<file path="src/shared/sigma_delta_regs.svh">
// Register offsets, field positions, masks, reset values and timing counts
// for the delta-sigma converter control block.
// Assumes the includer compares them against an 8-bit byte address.
`ifndef SIGMA_DELTA_REGS_SVH
`define SIGMA_DELTA_REGS_SVH

// ****************************************************************
// Byte offsets on the register bus
// ****************************************************************
`define OFS_POWER_SUPPLY_CONTROL 8'h00
`define OFS_GAIN_SELECT 8'h04
`define OFS_INPUT_CONNECTION_OFFSET 8'h08
`define OFS_CHANNEL_SELECT 8'h0C
`define OFS_RESULT_LOW_BYTE 8'h10
`define OFS_RESULT_MIDDLE_BYTE 8'h14
`define OFS_RESULT_HIGH_BYTE 8'h18
`define OFS_CONVERTER_CONTROL_A 8'h1C
`define OFS_CONVERTER_CONTROL_B 8'h20
`define OFS_CONVERTER_CLOCK_SELECT 8'h24
`define OFS_OPAMP_CONTROL 8'h28

// ****************************************************************
// Implemented bits and reset values
// ****************************************************************
`define MASK_POWER_SUPPLY_CONTROL 8'h87
`define MASK_GAIN_SELECT 8'h7F
`define MASK_INPUT_CONNECTION_OFFSET 8'h7E
`define MASK_CHANNEL_SELECT 8'h3F
`define MASK_CONVERTER_CONTROL_A 8'hFD
`define MASK_CONVERTER_CONTROL_B 8'hFC
`define MASK_CONVERTER_CLOCK_SELECT 8'h1F
`define MASK_OPAMP_CONTROL 8'h8F
`define RST_CONFIG 8'h00
`define RST_CONVERTER_CONTROL_A 8'h20
`define RST_RESULT 8'h00

// ****************************************************************
// Field positions
// ****************************************************************
`define BIT_REGULATOR_ENABLE 7
`define BIT_REGULATOR_BYPASS 2
`define BIT_SOFT_RESET 7
`define BIT_SLEEP 6
`define BIT_POWER_OFF 5
`define BIT_REFERENCE_EXTERNAL 0
`define BIT_END_OF_CONVERSION 1
`define BIT_INPUT_SHORT 6
`define BIT_OPAMP_ENABLE 7

// ****************************************************************
// Timing counts
// ****************************************************************
`define DIVIDE_SLOW 30
`define DIVIDE_FAST 12
`define OSR_BASE 16384
`define CLOCK_DIRECT_CODE 5'h1F

`endif

</file>
<file path="src/shared/sigma_delta_pkg.sv">
// Types shared by the delta-sigma converter control block.
// Assumes nothing of its surroundings.
package sigma_delta_pkg;

  typedef logic [7:0] reg_byte_type;

  typedef enum logic [1:0] {
    RESP_OKAY = 2'b00,
    RESP_SLVERR = 2'b10
  } resp_type;

  typedef enum {
    SEL_POWER,
    SEL_GAIN,
    SEL_INPUT,
    SEL_CHANNEL,
    SEL_RES_LOW,
    SEL_RES_MID,
    SEL_RES_HIGH,
    SEL_CTRL_A,
    SEL_CTRL_B,
    SEL_CLOCK,
    SEL_OPAMP,
    SEL_NONE
  } reg_sel_type;

endpackage : sigma_delta_pkg

</file>
<file path="src/hdl/adc_rate_timer.sv">
// Divides the system clock into modulator sample ticks and frame ends.
// Assumes a single clock domain and a level run enable.
`timescale 1ns/1ps
`default_nettype none
`include "sigma_delta_regs.svh"

module adc_rate_timer (
  // Clock and reset
  input wire logic ref_clk,
  input wire logic rst_n,
  // Settings
  input wire logic run,
  input wire logic [4:0] clock_divider_select,
  input wire logic fast_divide,
  input wire logic single_sample,
  input wire logic [2:0] oversampling_select,
  // Ticks
  output logic sample_tick,
  output logic frame_end
);
  import sigma_delta_pkg::*;

  logic [5:0] pre_count;
  logic [4:0] div_count;
  logic [15:0] frame_count;
  logic direct;
  logic mclk_tick;
  logic clock_divider_select_tick;
  logic [4:0] div_last;
  logic [15:0] frame_total;

  assign direct = (clock_divider_select == `CLOCK_DIRECT_CODE);
  // Master clock is system clock, or system clock / 2 / (field + 1).
  assign mclk_tick = direct || (pre_count == {clock_divider_select, 1'b1});
  assign div_last = fast_divide ? 5'(`DIVIDE_FAST - 1) : 5'(`DIVIDE_SLOW - 1);
  assign clock_divider_select_tick = mclk_tick && (div_count == div_last);
  // Ratio halves per code step; doubling doubles the sample count.
  assign frame_total = 16'(`OSR_BASE >> oversampling_select) << !single_sample;

  always_ff @(posedge ref_clk)
  begin
    if (!rst_n || !run)
    begin
      pre_count <= 6'h00;
      div_count <= 5'h00;
      frame_count <= 16'h0000;
      sample_tick <= 1'b0;
      frame_end <= 1'b0;
    end
    else
    begin
      pre_count <= mclk_tick ? 6'h00 : pre_count + 6'h01;
      if (mclk_tick)
      begin
        div_count <= clock_divider_select_tick ? 5'h00 : div_count + 5'h01;
      end
      if (clock_divider_select_tick)
      begin
        frame_count <= (frame_count == frame_total - 16'h0001) ? 16'h0000
                       : frame_count + 16'h0001;
      end
      sample_tick <= clock_divider_select_tick;
      // Result rate is master clock / (divide x doubling x ratio).
      frame_end <= clock_divider_select_tick && (frame_count == frame_total - 16'h0001);
    end
  end

endmodule : adc_rate_timer
`default_nettype wire

</file>
<file path="src/hdl/sigma_delta_adc_config_regs.sv">
// Control registers of a 24-bit delta-sigma converter front end, on AXI4-Lite.
// Assumes one clock, an analog partner that takes the registered controls,
// and a modulator bit stream that arrives asynchronously.
//
// Added by the designer: the AXI4-Lite interface to the registers and the register offsets.
`timescale 1ns/1ps
`default_nettype none
`include "sigma_delta_regs.svh"

module sigma_delta_adc_config_regs (
  // Clock and reset
  input wire logic ref_clk,
  input wire logic rst_n,
  // AXI4-Lite write address
  input wire logic awvalid,
  output logic awready,
  input wire logic [7:0] awaddr,
  input wire logic [2:0] awprot,
  // AXI4-Lite write data
  input wire logic wvalid,
  output logic wready,
  input wire logic [31:0] wdata,
  input wire logic [3:0] wstrb,
  // AXI4-Lite write response
  output logic bvalid,
  input wire logic bready,
  output sigma_delta_pkg::resp_type bresp,
  // AXI4-Lite read address
  input wire logic arvalid,
  output logic arready,
  input wire logic [7:0] araddr,
  input wire logic [2:0] arprot,
  // AXI4-Lite read data
  output logic rvalid,
  input wire logic rready,
  output logic [31:0] rdata,
  output sigma_delta_pkg::resp_type rresp,
  // Modulator stream
  input wire logic modulator_bit,
  output logic modulator_sample,
  output logic converter_active,
  // Power supply controls
  output logic bandgap_on,
  output logic regulator_output_enable,
  output logic regulator_pulldown,
  output logic regulator_bypass,
  output logic [1:0] regulator_voltage_select,
  output logic common_mode_voltage_oe,
  output logic reference_external,
  // Gain and input controls
  output logic [1:0] reference_gain_shift,
  output logic [1:0] converter_gain_shift,
  output logic [2:0] amplifier_gain_select,
  output logic input_short_connect,
  output logic [1:0] input_cross_select,
  output logic offset_negative,
  output logic [1:0] offset_quarters,
  output logic [2:0] positive_channel_select,
  output logic [2:0] negative_channel_select,
  // Operational amplifier controls
  output logic opamp_enable,
  output logic [1:0] opamp_negative_select,
  output logic [1:0] opamp_positive_select
);
  import sigma_delta_pkg::*;

  // ****************************************************************
  // Address decode
  // ****************************************************************
  function automatic reg_sel_type decode(input logic [7:0] addr);
    case (addr)
      `OFS_POWER_SUPPLY_CONTROL: decode = SEL_POWER;
      `OFS_GAIN_SELECT: decode = SEL_GAIN;
      `OFS_INPUT_CONNECTION_OFFSET: decode = SEL_INPUT;
      `OFS_CHANNEL_SELECT: decode = SEL_CHANNEL;
      `OFS_RESULT_LOW_BYTE: decode = SEL_RES_LOW;
      `OFS_RESULT_MIDDLE_BYTE: decode = SEL_RES_MID;
      `OFS_RESULT_HIGH_BYTE: decode = SEL_RES_HIGH;
      `OFS_CONVERTER_CONTROL_A: decode = SEL_CTRL_A;
      `OFS_CONVERTER_CONTROL_B: decode = SEL_CTRL_B;
      `OFS_CONVERTER_CLOCK_SELECT: decode = SEL_CLOCK;
      `OFS_OPAMP_CONTROL: decode = SEL_OPAMP;
      default: decode = SEL_NONE;
    endcase
  endfunction : decode

  reg_byte_type power_supply_control;
  reg_byte_type gain_select;
  reg_byte_type input_connection_offset;
  reg_byte_type channel_select;
  reg_byte_type converter_control_a;
  reg_byte_type converter_control_b;
  reg_byte_type converter_clock_select;
  reg_byte_type opamp_control;
  reg_byte_type result_low_byte;
  reg_byte_type result_middle_byte;
  reg_byte_type result_high_byte;
  logic end_of_conversion;

  logic aw_held;
  logic w_held;
  logic [7:0] aw_addr;
  reg_byte_type w_byte;
  logic w_lane;
  logic commit;
  reg_sel_type wr_sel;
  logic wr_en;
  reg_sel_type rd_sel;
  reg_byte_type rd_byte;

  logic [2:0] bit_sync;
  logic stream_bit;
  logic run;
  logic sample_tick;
  logic frame_end;
  logic [23:0] result;
  logic result_valid;

  // ****************************************************************
  // Write channel
  // ****************************************************************
  // Address and data are taken independently and committed together.
  assign commit = aw_held && w_held && !bvalid;
  assign wr_sel = decode(aw_addr);
  assign wr_en = commit && w_lane;

  always_ff @(posedge ref_clk)
  begin
    if (!rst_n)
    begin
      awready <= 1'b0;
      aw_held <= 1'b0;
      aw_addr <= 8'h00;
    end
    else if (awvalid && awready)
    begin
      awready <= 1'b0;
      aw_held <= 1'b1;
      aw_addr <= awaddr;
    end
    else
    begin
      if (commit)
      begin
        aw_held <= 1'b0;
      end
      awready <= !aw_held && !bvalid;
    end
  end

  always_ff @(posedge ref_clk)
  begin
    if (!rst_n)
    begin
      wready <= 1'b0;
      w_held <= 1'b0;
      w_byte <= 8'h00;
      w_lane <= 1'b0;
    end
    else if (wvalid && wready)
    begin
      wready <= 1'b0;
      w_held <= 1'b1;
      w_byte <= wdata[7:0];
      w_lane <= wstrb[0];
    end
    else
    begin
      if (commit)
      begin
        w_held <= 1'b0;
      end
      wready <= !w_held && !bvalid;
    end
  end

  always_ff @(posedge ref_clk)
  begin
    if (!rst_n)
    begin
      bvalid <= 1'b0;
      bresp <= RESP_OKAY;
    end
    else if (commit)
    begin
      bvalid <= 1'b1;
      bresp <= (wr_sel == SEL_NONE) ? RESP_SLVERR : RESP_OKAY;
    end
    else if (bready)
    begin
      bvalid <= 1'b0;
    end
  end

  // ****************************************************************
  // Configuration registers
  // ****************************************************************
  // Only implemented bits are stored; the rest read back as zero, except bit 1 of control B, which reads the end flag.
  always_ff @(posedge ref_clk)
  begin
    if (!rst_n)
    begin
      power_supply_control <= `RST_CONFIG;
      gain_select <= `RST_CONFIG;
      input_connection_offset <= `RST_CONFIG;
      channel_select <= `RST_CONFIG;
      converter_control_a <= `RST_CONVERTER_CONTROL_A;
      converter_control_b <= `RST_CONFIG;
      converter_clock_select <= `RST_CONFIG;
      opamp_control <= `RST_CONFIG;
    end
    else if (wr_en)
    begin
      case (wr_sel)
        SEL_POWER: power_supply_control <= w_byte & `MASK_POWER_SUPPLY_CONTROL;
        SEL_GAIN: gain_select <= w_byte & `MASK_GAIN_SELECT;
        SEL_INPUT: input_connection_offset <= w_byte & `MASK_INPUT_CONNECTION_OFFSET;
        SEL_CHANNEL: channel_select <= w_byte & `MASK_CHANNEL_SELECT;
        SEL_CTRL_A: converter_control_a <= w_byte & `MASK_CONVERTER_CONTROL_A;
        SEL_CTRL_B: converter_control_b <= w_byte & `MASK_CONVERTER_CONTROL_B;
        SEL_CLOCK: converter_clock_select <= w_byte & `MASK_CONVERTER_CLOCK_SELECT;
        SEL_OPAMP: opamp_control <= w_byte & `MASK_OPAMP_CONTROL;
        default:
        begin
        end
      endcase
    end
  end

  // Software may only clear the end flag; a new result in the same cycle wins.
  always_ff @(posedge ref_clk)
  begin
    if (!rst_n)
    begin
      end_of_conversion <= 1'b0;
    end
    else if (result_valid)
    begin
      end_of_conversion <= 1'b1;
    end
    else if (wr_en && wr_sel == SEL_CTRL_B && !w_byte[`BIT_END_OF_CONVERSION])
    begin
      end_of_conversion <= 1'b0;
    end
  end

  // ****************************************************************
  // Result registers
  // ****************************************************************
  // Filled only by the decimator; bus writes never reach them.
  always_ff @(posedge ref_clk)
  begin
    if (!rst_n)
    begin
      result_low_byte <= `RST_RESULT;
      result_middle_byte <= `RST_RESULT;
      result_high_byte <= `RST_RESULT;
    end
    else if (result_valid)
    begin
      result_low_byte <= result[7:0];
      result_middle_byte <= result[15:8];
      result_high_byte <= result[23:16];
    end
  end

  // ****************************************************************
  // Read channel
  // ****************************************************************
  assign rd_sel = decode(araddr);

  always_comb
  begin
    case (rd_sel)
      SEL_POWER: rd_byte = power_supply_control;
      SEL_GAIN: rd_byte = gain_select;
      SEL_INPUT: rd_byte = input_connection_offset;
      SEL_CHANNEL: rd_byte = channel_select;
      SEL_RES_LOW: rd_byte = result_low_byte;
      SEL_RES_MID: rd_byte = result_middle_byte;
      SEL_RES_HIGH: rd_byte = result_high_byte;
      SEL_CTRL_A: rd_byte = converter_control_a;
      SEL_CTRL_B: rd_byte = converter_control_b | {6'h00, end_of_conversion, 1'b0};
      SEL_CLOCK: rd_byte = converter_clock_select;
      SEL_OPAMP: rd_byte = opamp_control;
      default: rd_byte = 8'h00;
    endcase
  end

  always_ff @(posedge ref_clk)
  begin
    if (!rst_n)
    begin
      arready <= 1'b0;
      rvalid <= 1'b0;
      rdata <= 32'h00000000;
      rresp <= RESP_OKAY;
    end
    else if (arvalid && arready)
    begin
      arready <= 1'b0;
      rvalid <= 1'b1;
      rdata <= {24'h000000, rd_byte};
      rresp <= (rd_sel == SEL_NONE) ? RESP_SLVERR : RESP_OKAY;
    end
    else
    begin
      if (rvalid && rready)
      begin
        rvalid <= 1'b0;
      end
      arready <= !rvalid;
    end
  end

  // ****************************************************************
  // Modulator stream input
  // ****************************************************************
  // The stream settles only when the last two stages agree.
  always_ff @(posedge ref_clk)
  begin
    if (!rst_n)
    begin
      bit_sync <= 3'h0;
      stream_bit <= 1'b0;
    end
    else
    begin
      bit_sync <= {bit_sync[1:0], modulator_bit};
      if (bit_sync[2] == bit_sync[1])
      begin
        stream_bit <= bit_sync[2];
      end
    end
  end

  // Power-off overrides sleep and soft reset; any of them stops conversion.
  assign run = !converter_control_a[`BIT_POWER_OFF] && !converter_control_a[`BIT_SLEEP]
               && !converter_control_a[`BIT_SOFT_RESET];

  adc_rate_timer adc_rate_timer_inst (
    .ref_clk(ref_clk),
    .rst_n(rst_n),
    .run(run),
    .clock_divider_select(converter_clock_select[4:0]),
    .fast_divide(converter_control_b[7]),
    .single_sample(converter_control_b[5]),
    .oversampling_select(converter_control_a[4:2]),
    .sample_tick(sample_tick),
    .frame_end(frame_end)
  );

  sinc_decimator sinc_decimator_inst (
    .ref_clk(ref_clk),
    .rst_n(rst_n),
    .run(run),
    .single_sample(converter_control_b[5]),
    .oversampling_select(converter_control_a[4:2]),
    .sample_tick(sample_tick),
    .frame_end(frame_end),
    .stream_bit(stream_bit),
    .result(result),
    .result_valid(result_valid)
  );

  // ****************************************************************
  // Power supply, reference and converter outputs
  // ****************************************************************
  always_ff @(posedge ref_clk)
  begin
    if (!rst_n)
    begin
      bandgap_on <= 1'b0;
      regulator_output_enable <= 1'b0;
      regulator_pulldown <= 1'b1;
      common_mode_voltage_oe <= 1'b0;
      regulator_bypass <= 1'b0;
      regulator_voltage_select <= 2'h0;
      converter_active <= 1'b0;
      modulator_sample <= 1'b0;
      reference_external <= 1'b0;
    end
    else
    begin
      bandgap_on <= power_supply_control[`BIT_REGULATOR_ENABLE]
                    || !converter_control_a[`BIT_POWER_OFF];
      regulator_output_enable <= power_supply_control[`BIT_REGULATOR_ENABLE];
      regulator_pulldown <= !power_supply_control[`BIT_REGULATOR_ENABLE];
      // Common mode follows the bandgap; off means the pin is left floating.
      common_mode_voltage_oe <= power_supply_control[`BIT_REGULATOR_ENABLE]
                                || !converter_control_a[`BIT_POWER_OFF];
      regulator_bypass <= power_supply_control[`BIT_REGULATOR_BYPASS];
      regulator_voltage_select <= power_supply_control[1:0];
      converter_active <= run;
      modulator_sample <= sample_tick;
      reference_external <= converter_control_a[`BIT_REFERENCE_EXTERNAL];
    end
  end

  // ****************************************************************
  // Gain, input, channel and opamp outputs
  // ****************************************************************
  // Reserved gain code 11 falls back to unity so the stage never overdrives.
  always_ff @(posedge ref_clk)
  begin
    if (!rst_n)
    begin
      reference_gain_shift <= 2'h0;
      converter_gain_shift <= 2'h0;
      amplifier_gain_select <= 3'h0;
      input_short_connect <= 1'b0;
      input_cross_select <= 2'h0;
      offset_negative <= 1'b0;
      offset_quarters <= 2'h0;
      positive_channel_select <= 3'h0;
      negative_channel_select <= 3'h0;
      opamp_enable <= 1'b0;
      opamp_negative_select <= 2'h0;
      opamp_positive_select <= 2'h0;
    end
    else
    begin
      reference_gain_shift <= (gain_select[6:5] == 2'h3) ? 2'h0 : gain_select[6:5];
      converter_gain_shift <= (gain_select[4:3] == 2'h3) ? 2'h0 : gain_select[4:3];
      amplifier_gain_select <= gain_select[2:0];
      input_short_connect <= input_connection_offset[`BIT_INPUT_SHORT];
      input_cross_select <= input_connection_offset[5:4];
      // Codes 000 and 100 both mean zero offset; the sign then is moot.
      offset_quarters <= input_connection_offset[2:1];
      offset_negative <= input_connection_offset[3]
                         && (input_connection_offset[2:1] != 2'h0);
      positive_channel_select <= channel_select[2:0];
      negative_channel_select <= channel_select[5:3];
      opamp_enable <= opamp_control[`BIT_OPAMP_ENABLE];
      opamp_negative_select <= opamp_control[3:2];
      opamp_positive_select <= opamp_control[1:0];
    end
  end

endmodule : sigma_delta_adc_config_regs
`default_nettype wire

</file>
<file path="src/hdl/sinc_decimator.sv">
// First-order sinc decimator: counts ones of the modulator stream per frame.
// Assumes sample_tick and frame_end come from adc_rate_timer, same clock.
`timescale 1ns/1ps
`default_nettype none

module sinc_decimator (
  // Clock and reset
  input wire logic ref_clk,
  input wire logic rst_n,
  // Control
  input wire logic run,
  input wire logic single_sample,
  input wire logic [2:0] oversampling_select,
  // Stream
  input wire logic sample_tick,
  input wire logic frame_end,
  input wire logic stream_bit,
  // Result
  output logic [23:0] result,
  output logic result_valid
);
  import sigma_delta_pkg::*;

  logic [15:0] ones;
  logic [15:0] ones_total;
  logic [4:0] shift;
  logic [31:0] scaled;

  assign ones_total = ones + {15'h0000, stream_bit};
  // Full scale of a frame is 2^15 down to 2^7 counts; scale to 24 bits.
  assign shift = 5'h09 + {2'h0, oversampling_select} + {4'h0, single_sample};
  assign scaled = {16'h0000, ones_total} << shift;

  always_ff @(posedge ref_clk)
  begin
    if (!rst_n || !run)
    begin
      ones <= 16'h0000;
      result <= 24'h000000;
      result_valid <= 1'b0;
    end
    else
    begin
      result_valid <= 1'b0;
      if (sample_tick)
      begin
        // The last tick of a frame is folded in and the count restarts.
        ones <= frame_end ? 16'h0000 : ones_total;
      end
      if (sample_tick && frame_end)
      begin
        // An all-ones frame saturates rather than wrapping to zero.
        result <= (scaled[31:24] != 8'h00) ? 24'hFFFFFF : scaled[23:0];
        result_valid <= 1'b1;
      end
    end
  end

endmodule : sinc_decimator
`default_nettype wire

</file>
<file path="config.mk">
export PLATFORM = sky130hd
export DESIGN_NAME = sigma_delta_adc_config_regs
export DESIGN_NICKNAME = d
export VERILOG_FILES = /design/src/shared/sigma_delta_pkg.sv /design/src/hdl/adc_rate_timer.sv /design/src/hdl/sigma_delta_adc_config_regs.sv /design/src/hdl/sinc_decimator.sv
export VERILOG_INCLUDE_DIRS = /design/src /design/src/shared
export SDC_FILE = /design/constraint.sdc
export NUM_CORES = 1
export LEC_CHECK = 0
export ABC_AREA = 1
export BUFFER_PORTS_ARGS = -buffer_cell sky130_fd_sc_hd__buf_2
export CORE_UTILIZATION = 45
export CTS_BUF_LIST = sky130_fd_sc_hd__clkbuf_2
export CTS_CLUSTER_DIAMETER = 100
export CTS_CLUSTER_SIZE = 16
export DETAILED_ROUTE_END_ITERATION = 12
export PLACE_DENSITY = 0.68
export SLEW_MARGIN = 0
export SYNTH_ARGS = -nofsm -noshare
export SYNTH_HDL_FRONTEND = slang
export SYNTH_SLANG_ARGS = --single-unit
export TNS_END_PERCENT = 30
</file>
<file path="constraint.sdc">
create_clock -name ref_clk -period 3.2 [get_ports ref_clk]
set_clock_uncertainty 0.1 [all_clocks]
set_input_delay 0.48 -clock ref_clk [delete_from_list [all_inputs] [get_ports ref_clk]]
set_output_delay 0.48 -clock ref_clk [all_outputs]
set_load 0.005 [all_outputs]
</file>
# After elaboration in Yosys (flattened, before gate mapping)
# Cells that the tools add are included.
classes:
  n_lt_le_gt_ge: 0
  n_addsub: 7
  n_mul: 0
  n_reduce_logical: 57
  eq_ne: 47
  shifts: 3
  mux: 20
  n_div: 0
  bitwise: 2
op_table:
  columns: ["cell", "count"]
  rows:
  - ["$eq A32 B4 Y1 const B", 6]
  - ["$eq A32 B3 Y1 const B", 5]
  - ["$eq A32 B2 Y1 const B", 4]
  - ["$eq A32 B5 Y1 const B", 3]
  - ["$pmux W4 S11", 2]
  - ["$pmux W8 S11", 1]
  - ["$eq A32 B1 Y1 const B", 2]
  - ["$eq A8 B5 Y1 const B", 8]
  - ["$logic_not A32 Y1", 2]
  - ["$eq A8 B6 Y1 const B", 6]
  - ["$eq A8 B4 Y1 const B", 4]
  - ["$mux W16", 2]
  - ["$shl A16 B5 Y32", 1]
  - ["$mux W24", 1]
  - ["$logic_and A1 B1 Y1", 17]
  - ["$add A16 B1 Y16", 1]
  - ["$add A16 B1 Y16 const B", 1]
  - ["$eq A16 B16 Y1", 1]
  - ["$eq A8 B3 Y1 const B", 2]
  - ["$logic_not A8 Y1", 2]
  - ["$reduce_and A2 Y1", 8]
  - ["$shl A16 B1 Y16", 1]
  - ["$shr A15 B3 Y16 const A", 1]
  - ["$sub A16 B1 Y16 const B", 1]
  - ["other kinds (19)", 54]
totals:
  rom_bits: 0
  wordCells: 191
  mem_count: 0
  latch_bits: 0
  ff_bits: 214
  ram_bits: 0
  output_inout_bits: 75

# Longest topological paths before layout
depth:
  ltp_word: 7
  ltp_mapped: 20
  mapped_depth_nobuf: 19

# Modules after synthesis
# Synthesis repeated with hierarchy kept, for this count alone.
unflattened:
  hier_cells: 1704
  area_unflattened_um2: 11114.4
modules_own_cells:
  columns: ["mod", "instances", "area_per_inst_um2", "cells_per_inst"]
  rows:
  - ["sigma_delta_adc_config_regs", 1, 5918.2, 809]
  - ["sinc_decimator", 1, 3283.1, 593]
  - ["adc_rate_timer", 1, 1913.1, 302]

# Worst setup path after synthesis
# OpenSTA, ideal clock, no wires.
synth_timing:
  path_kind: "register -> register"
  from: "register converter_control_b[5]"
  to: "register sinc_decimator_inst.result[8]"
  setup_slack_ns: 0.480
  setup_ns: 0.109
  arrival_ns: 2.511
  path_stages_with_launch: 19
  path_buffers: 3
  cell_sequence: "dfxtp_1 clkinv_1 ha_1 inv_1 ha_1 ha_1 clkbuf_1 inv_1 buf_2 nand3_1 nand3_1 nand2_1 nor2_1 nand3_1 nand2_2 buf_6 nand3_2 nand2_1 inv_1"
synth_via:
  elab_chain_cells: 4
synth_lines:
  columns: ["item", "line", "text"]
  rows:
  - ["start, declared", "sigma_delta_adc_config_regs.sv:92", "reg_byte_type converter_control_b;"]
  - ["start signal, assigned", "sigma_delta_adc_config_regs.sv:208", "converter_control_b <= `RST_CONFIG;"]
  - ["start signal, assigned", "sigma_delta_adc_config_regs.sv:220", "SEL_CTRL_B: converter_control_b <= w_byte & `MASK_CONVERTER_CONTROL_B;"]
  - ["$add A5 B1 Y5 (*)", "sinc_decimator.sv:31", "assign shift = 5'h09 + {2'h0, oversampling_select} + {4'h0, single_sample};"]
  - ["$shl A16 B5 Y32 (*)", "sinc_decimator.sv:32", "assign scaled = {16'h0000, ones_total} << shift;"]
  - ["$reduce_bool A8 Y1", "sinc_decimator.sv:53", "result <= (scaled[31:24] != 8'h00) ? 24'hFFFFFF : scaled[23:0];"]
  - ["$mux W24 (*)", "sinc_decimator.sv:53", null]
  - ["end signal, assigned", "sinc_decimator.sv:53", null]
  - ["end, declared", "sinc_decimator.sv:19", "output logic [23:0] result,"]
# Mark *: on every way between the ends. The rest lies on a longest branch, timed or not.
# A chain may end at the register's enable or synchronous reset.

# Final worst setup path
layout_timing:
  from: "register converter_control_a[2]"
  to: "register sinc_decimator_inst.result[20]"
layout_via:
  elab_chain_cells: 5
layout_lines:
  columns: ["item", "line", "text"]
  rows:
  - ["start, declared", "sigma_delta_adc_config_regs.sv:91", "reg_byte_type converter_control_a;"]
  - ["start signal, assigned", "sigma_delta_adc_config_regs.sv:207", "converter_control_a <= `RST_CONVERTER_CONTROL_A;"]
  - ["start signal, assigned", "sigma_delta_adc_config_regs.sv:219", "SEL_CTRL_A: converter_control_a <= w_byte & `MASK_CONVERTER_CONTROL_A;"]
  - ["$add A4 B3 Y5 (*)", "sinc_decimator.sv:31", null]
  - ["$add A5 B1 Y5 (*)", "sinc_decimator.sv:31", null]
  - ["$shl A16 B5 Y32 (*)", "sinc_decimator.sv:32", null]
  - ["$reduce_bool A8 Y1", "sinc_decimator.sv:53", null]
  - ["$mux W24 (*)", "sinc_decimator.sv:53", null]
# Marks and branches as above.

==> qor.txt <==
Placement Setup Slack -> 0.2951 ns
Ports -> 141
Crit path max fanout -> 24
Endpoints failing hold -> 0
Placer Congestion -> 0.9928
Synth-to-layout area growth -> 9.362%
IO buf count -> 81
GRT Total Usage -> 22.81%
CP endpoint kind -> flip-flop
RSZ-0062 raised after global routing -> no
Top cells by area, synth -> dfxtp_1 40%, nand2_1 11%, nor2_1 7.2%, inv_1 7.2%, nand3_1 7.0%
P_leak -> 5.232 nW
Chip width -> 155.0 um
Clock Tree Buf Depth -> 3
WP data required -> 3.80 ns
Post-detailed-route count of antenna-violating nets -> 0
Avg Cell Area, Syn -> 6.755 um2
Final nets -> 1719
Pwr/cell area -> 338.7 nW/um2
Vias -> 10132
Synth area leader -> dfxtp_1
Clk_lat worst skew -> 0.80 ns
Arr. time, crit path -> 3.41 ns
Count leader, synth -> nand2_1
TritonCTS Buffers -> 17
Finished Layout Cells -> 1959
Synth cell types -> 47
Drt total wl -> 27440 um
Setup_tns -> 0 ns
Top_reg_cell synth -> dfxtp_1
Initial antenna violation count -> 1
Critical-path cell list -> inv_2 > ha_1 > inv_1 > ha_1 > clkinvlp_4 > o21ai_2 > nand2_1 > nand2_1 > nand2_1 > nand2_1 > nand3_1 > nand2_2 > buf_12 > nand3_1 > nand2_1 > inv_1
Min-Delay Path Class -> in2reg
CTS clk-pin slew, worst paths -> 0.30 ns
Status -> finished clean
Rows -> 55
Yosys reg bits -> 212
Pre-antenna DRT Iters -> 6
Vias in the first global route -> 9122
Seq/Total Area, Yosys -> 40.30%
Synth Cell Area -> 10530 um2
WL per Instance -> 14.01 um
Grt ovf -> 0
Crit-path leading delay family -> simple AND/OR/NAND/NOR gates
DR DRC count -> 0
Peak VDD IR -> 0.1617 mV
Iteration-0 DRC Markers -> 732
Die Y -> 155.0 um
Buffers and inverters on the worst path -> 5
Largest net degree at the start of global routing -> 126
Drt via density -> 5.172
Final worst slack -> 0.3901 ns
Crit-path max cell delay -> 0.42 ns
Fill cells -> 2341
Worst setup path class -> reg2reg
H-tree depth -> 1
Area of the multi-input gates -> 5150 um2
Slew headroom -> 27.98%
Post-DP Area -> 11150 um2
Initial core utilization -> 46.23%
Clk sinks -> 212
Period utilization -> 87.81%
Die ar. -> 24020 um2
Finished Cell Area -> 11520 um2
HPWL Detailed -> 19490 um
Synth Instances -> 1559
First-pass GRT wire length -> 44710 um
Core Region -> 22780 um2
Slew Viols, Final -> 0
Pwr Total -> 0.003901 W
Root Buffer -> clkbuf_2
CP most frequent cell -> nand2_1
Worst-margin pin slew -> 1.080 ns
Fmax achieved -> 0.3559 GHz
Storage element area -> 4245 um2
Critical-path top delay cell -> dfxtp_1
Synth cell count leaders -> 313 x nand2_1, 212 x dfxtp_1, 203 x nor2_1
CTS tree -> built
Yosys top cell area share -> 40.30%
FFs w/ async S/R, synth -> 0%
Startpoint types -> flip-flop
Max-cap violation count -> 0
Endpoints failing setup -> 0
DP Cell Count -> 1914
Fraction of layout instances using a drive strength above 1 -> 9.666%
Post-synth EDFFs -> 0
Synth Warn # -> 0
Min Tclk post-route -> 2.810 ns
[power breakdown]
group	internal [W]	total [W]	leakage [nW]	switching, W
clock network	0.000153	0.000987	0.0825	0.000834
logic	0.0000758	0.000202	3.44	0.000126
registers	0.00268	0.00271	1.71	0.0000346
total	0.00291	0.00390	5.23	0.000995
[worst paths after layout]
kind	end	slack (ns)	start	depth (start not counted)
min	aw_addr[5]	0.10	awvalid	3
max reg2reg	sinc_decimator_inst.result[20]	0.39	converter_control_a[2]	16
min reg2reg	opamp_positive_select[0]	0.32	opamp_control[0]	2
max	sinc_decimator_inst.result[20]	0.39	converter_control_a[2]	16
[layout by cell type (no fill, tap or decap), types with 2 or more instances in the layout]
cell / netlist / final
clkinv_1: 5 / 6
nand2_2: 4 / 4
ha_1: 9 / 9
dfxtp_1: 212 / 211
o211ai_1: 4 / 4
o21ai_0: 122 / 121
nor2_4: 4 / 5
nand3_2: 12 / 12
nand3b_1: 5 / 5
a211oi_1: 4 / 4
buf_2: 8 / 80
buf_4: 29 / 19
clkbuf_2: 1 / 17
o31ai_1: 4 / 4
inv_2: 3 / 5
a21o_1: 2 / 2
nand2_1: 313 / 313
o2111ai_1: 2 / 2
nor4_1: 9 / 8
o22ai_1: 14 / 14
inv_1: 201 / 198
nor3_1: 28 / 28
nor3b_1: 6 / 6
nor2_2: 4 / 3
a221oi_1: 4 / 4
o41ai_1: 2 / 2
or2_2: 3 / 3
a21oi_1: 94 / 94
clkinvlp_4: 0 / 3
a32o_1: 4 / 4
a31oi_1: 4 / 4
xnor2_1: 4 / 4
o21ai_1: 4 / 4
nor2_1: 203 / 203
nand3_1: 147 / 147
dlygate4sd3_1: 0 / 23
buf_12: 0 / 2
nand4_1: 18 / 18
xor2_1: 12 / 12
conb_1: 1 / 26
[cells by family after synthesis]
group	synth area share [%]
xor gates and xnor gates	1.331
AOI/OAI and AO/OA	14.00
DFF	40.30
adders and majority gates	1.069
other	0.03561
and+or+nand+nor	31.44
buffers and inverters	11.83
[what timing repair did]
item                                   CTS  global route
setup endpoints to repair                0            24
hold buffers                            23             0
gates resized for setup                  0             9
buffers inserted                         0             0
endpoints found under the hold margin   20             0
[tightest hold or removal path: stages]
cell     delay, ns
buf_2         0.11
nand2_1       0.29
a21oi_1       0.12
[registers in the layout (all words and copies together), names as in the netlist, 4 cells and up]
name                             flops
input_connection_offset              6
opamp_control                        5
result_low_byte                      8
converter_clock_select               5
w_byte                               8
gain_select                          7
sinc_decimator_inst.ones            16
power_supply_control                 4
result_high_byte                     8
adc_rate_timer_inst.pre_count        6
adc_rate_timer_inst.div_count        5
converter_control_a                  7
result_middle_byte                   8
rdata                                8
aw_addr                              8
converter_control_b                  6
adc_rate_timer_inst.frame_count     16
sinc_decimator_inst.result          24
channel_select                       6
[per-stage QoR]
step | utilization, % | hold slack (ns)
2_1_floorplan | - | 0.2905
3_3_place_gp | 48.96 | 0.3055
3_5_place_dp | 48.96 | 0.3059
4_1_cts | 50.43 | 0.003831
5_1_grt | 50.56 | 0.03298
6_report | 50.56 | 0.1003
[routing by layer]
metal | vias up | share of wire (%) | track usage (%)
li1 | 5162 | - | -
met1 | 4578 | 46 | 30.28
met2 | 315 | 45 | 37.37
met3 | 77 | 4.7 | 2.786
met4 | 0 | 4.1 | 9.760
met5 | - | 0 | 0
[final cells by class]
type,instances,area share (%)
timing repair inverter,1,0.06518
inverter,209,6.877
timing repair buffer,125,7.159
tap,313,3.400
clock inverter,3,0.1630
multi-input combinational,1078,44.71
sequential,212,36.86
clock buffer,17,0.7387
antenna,1,0.02173
(Power assumes the default switching activity.)
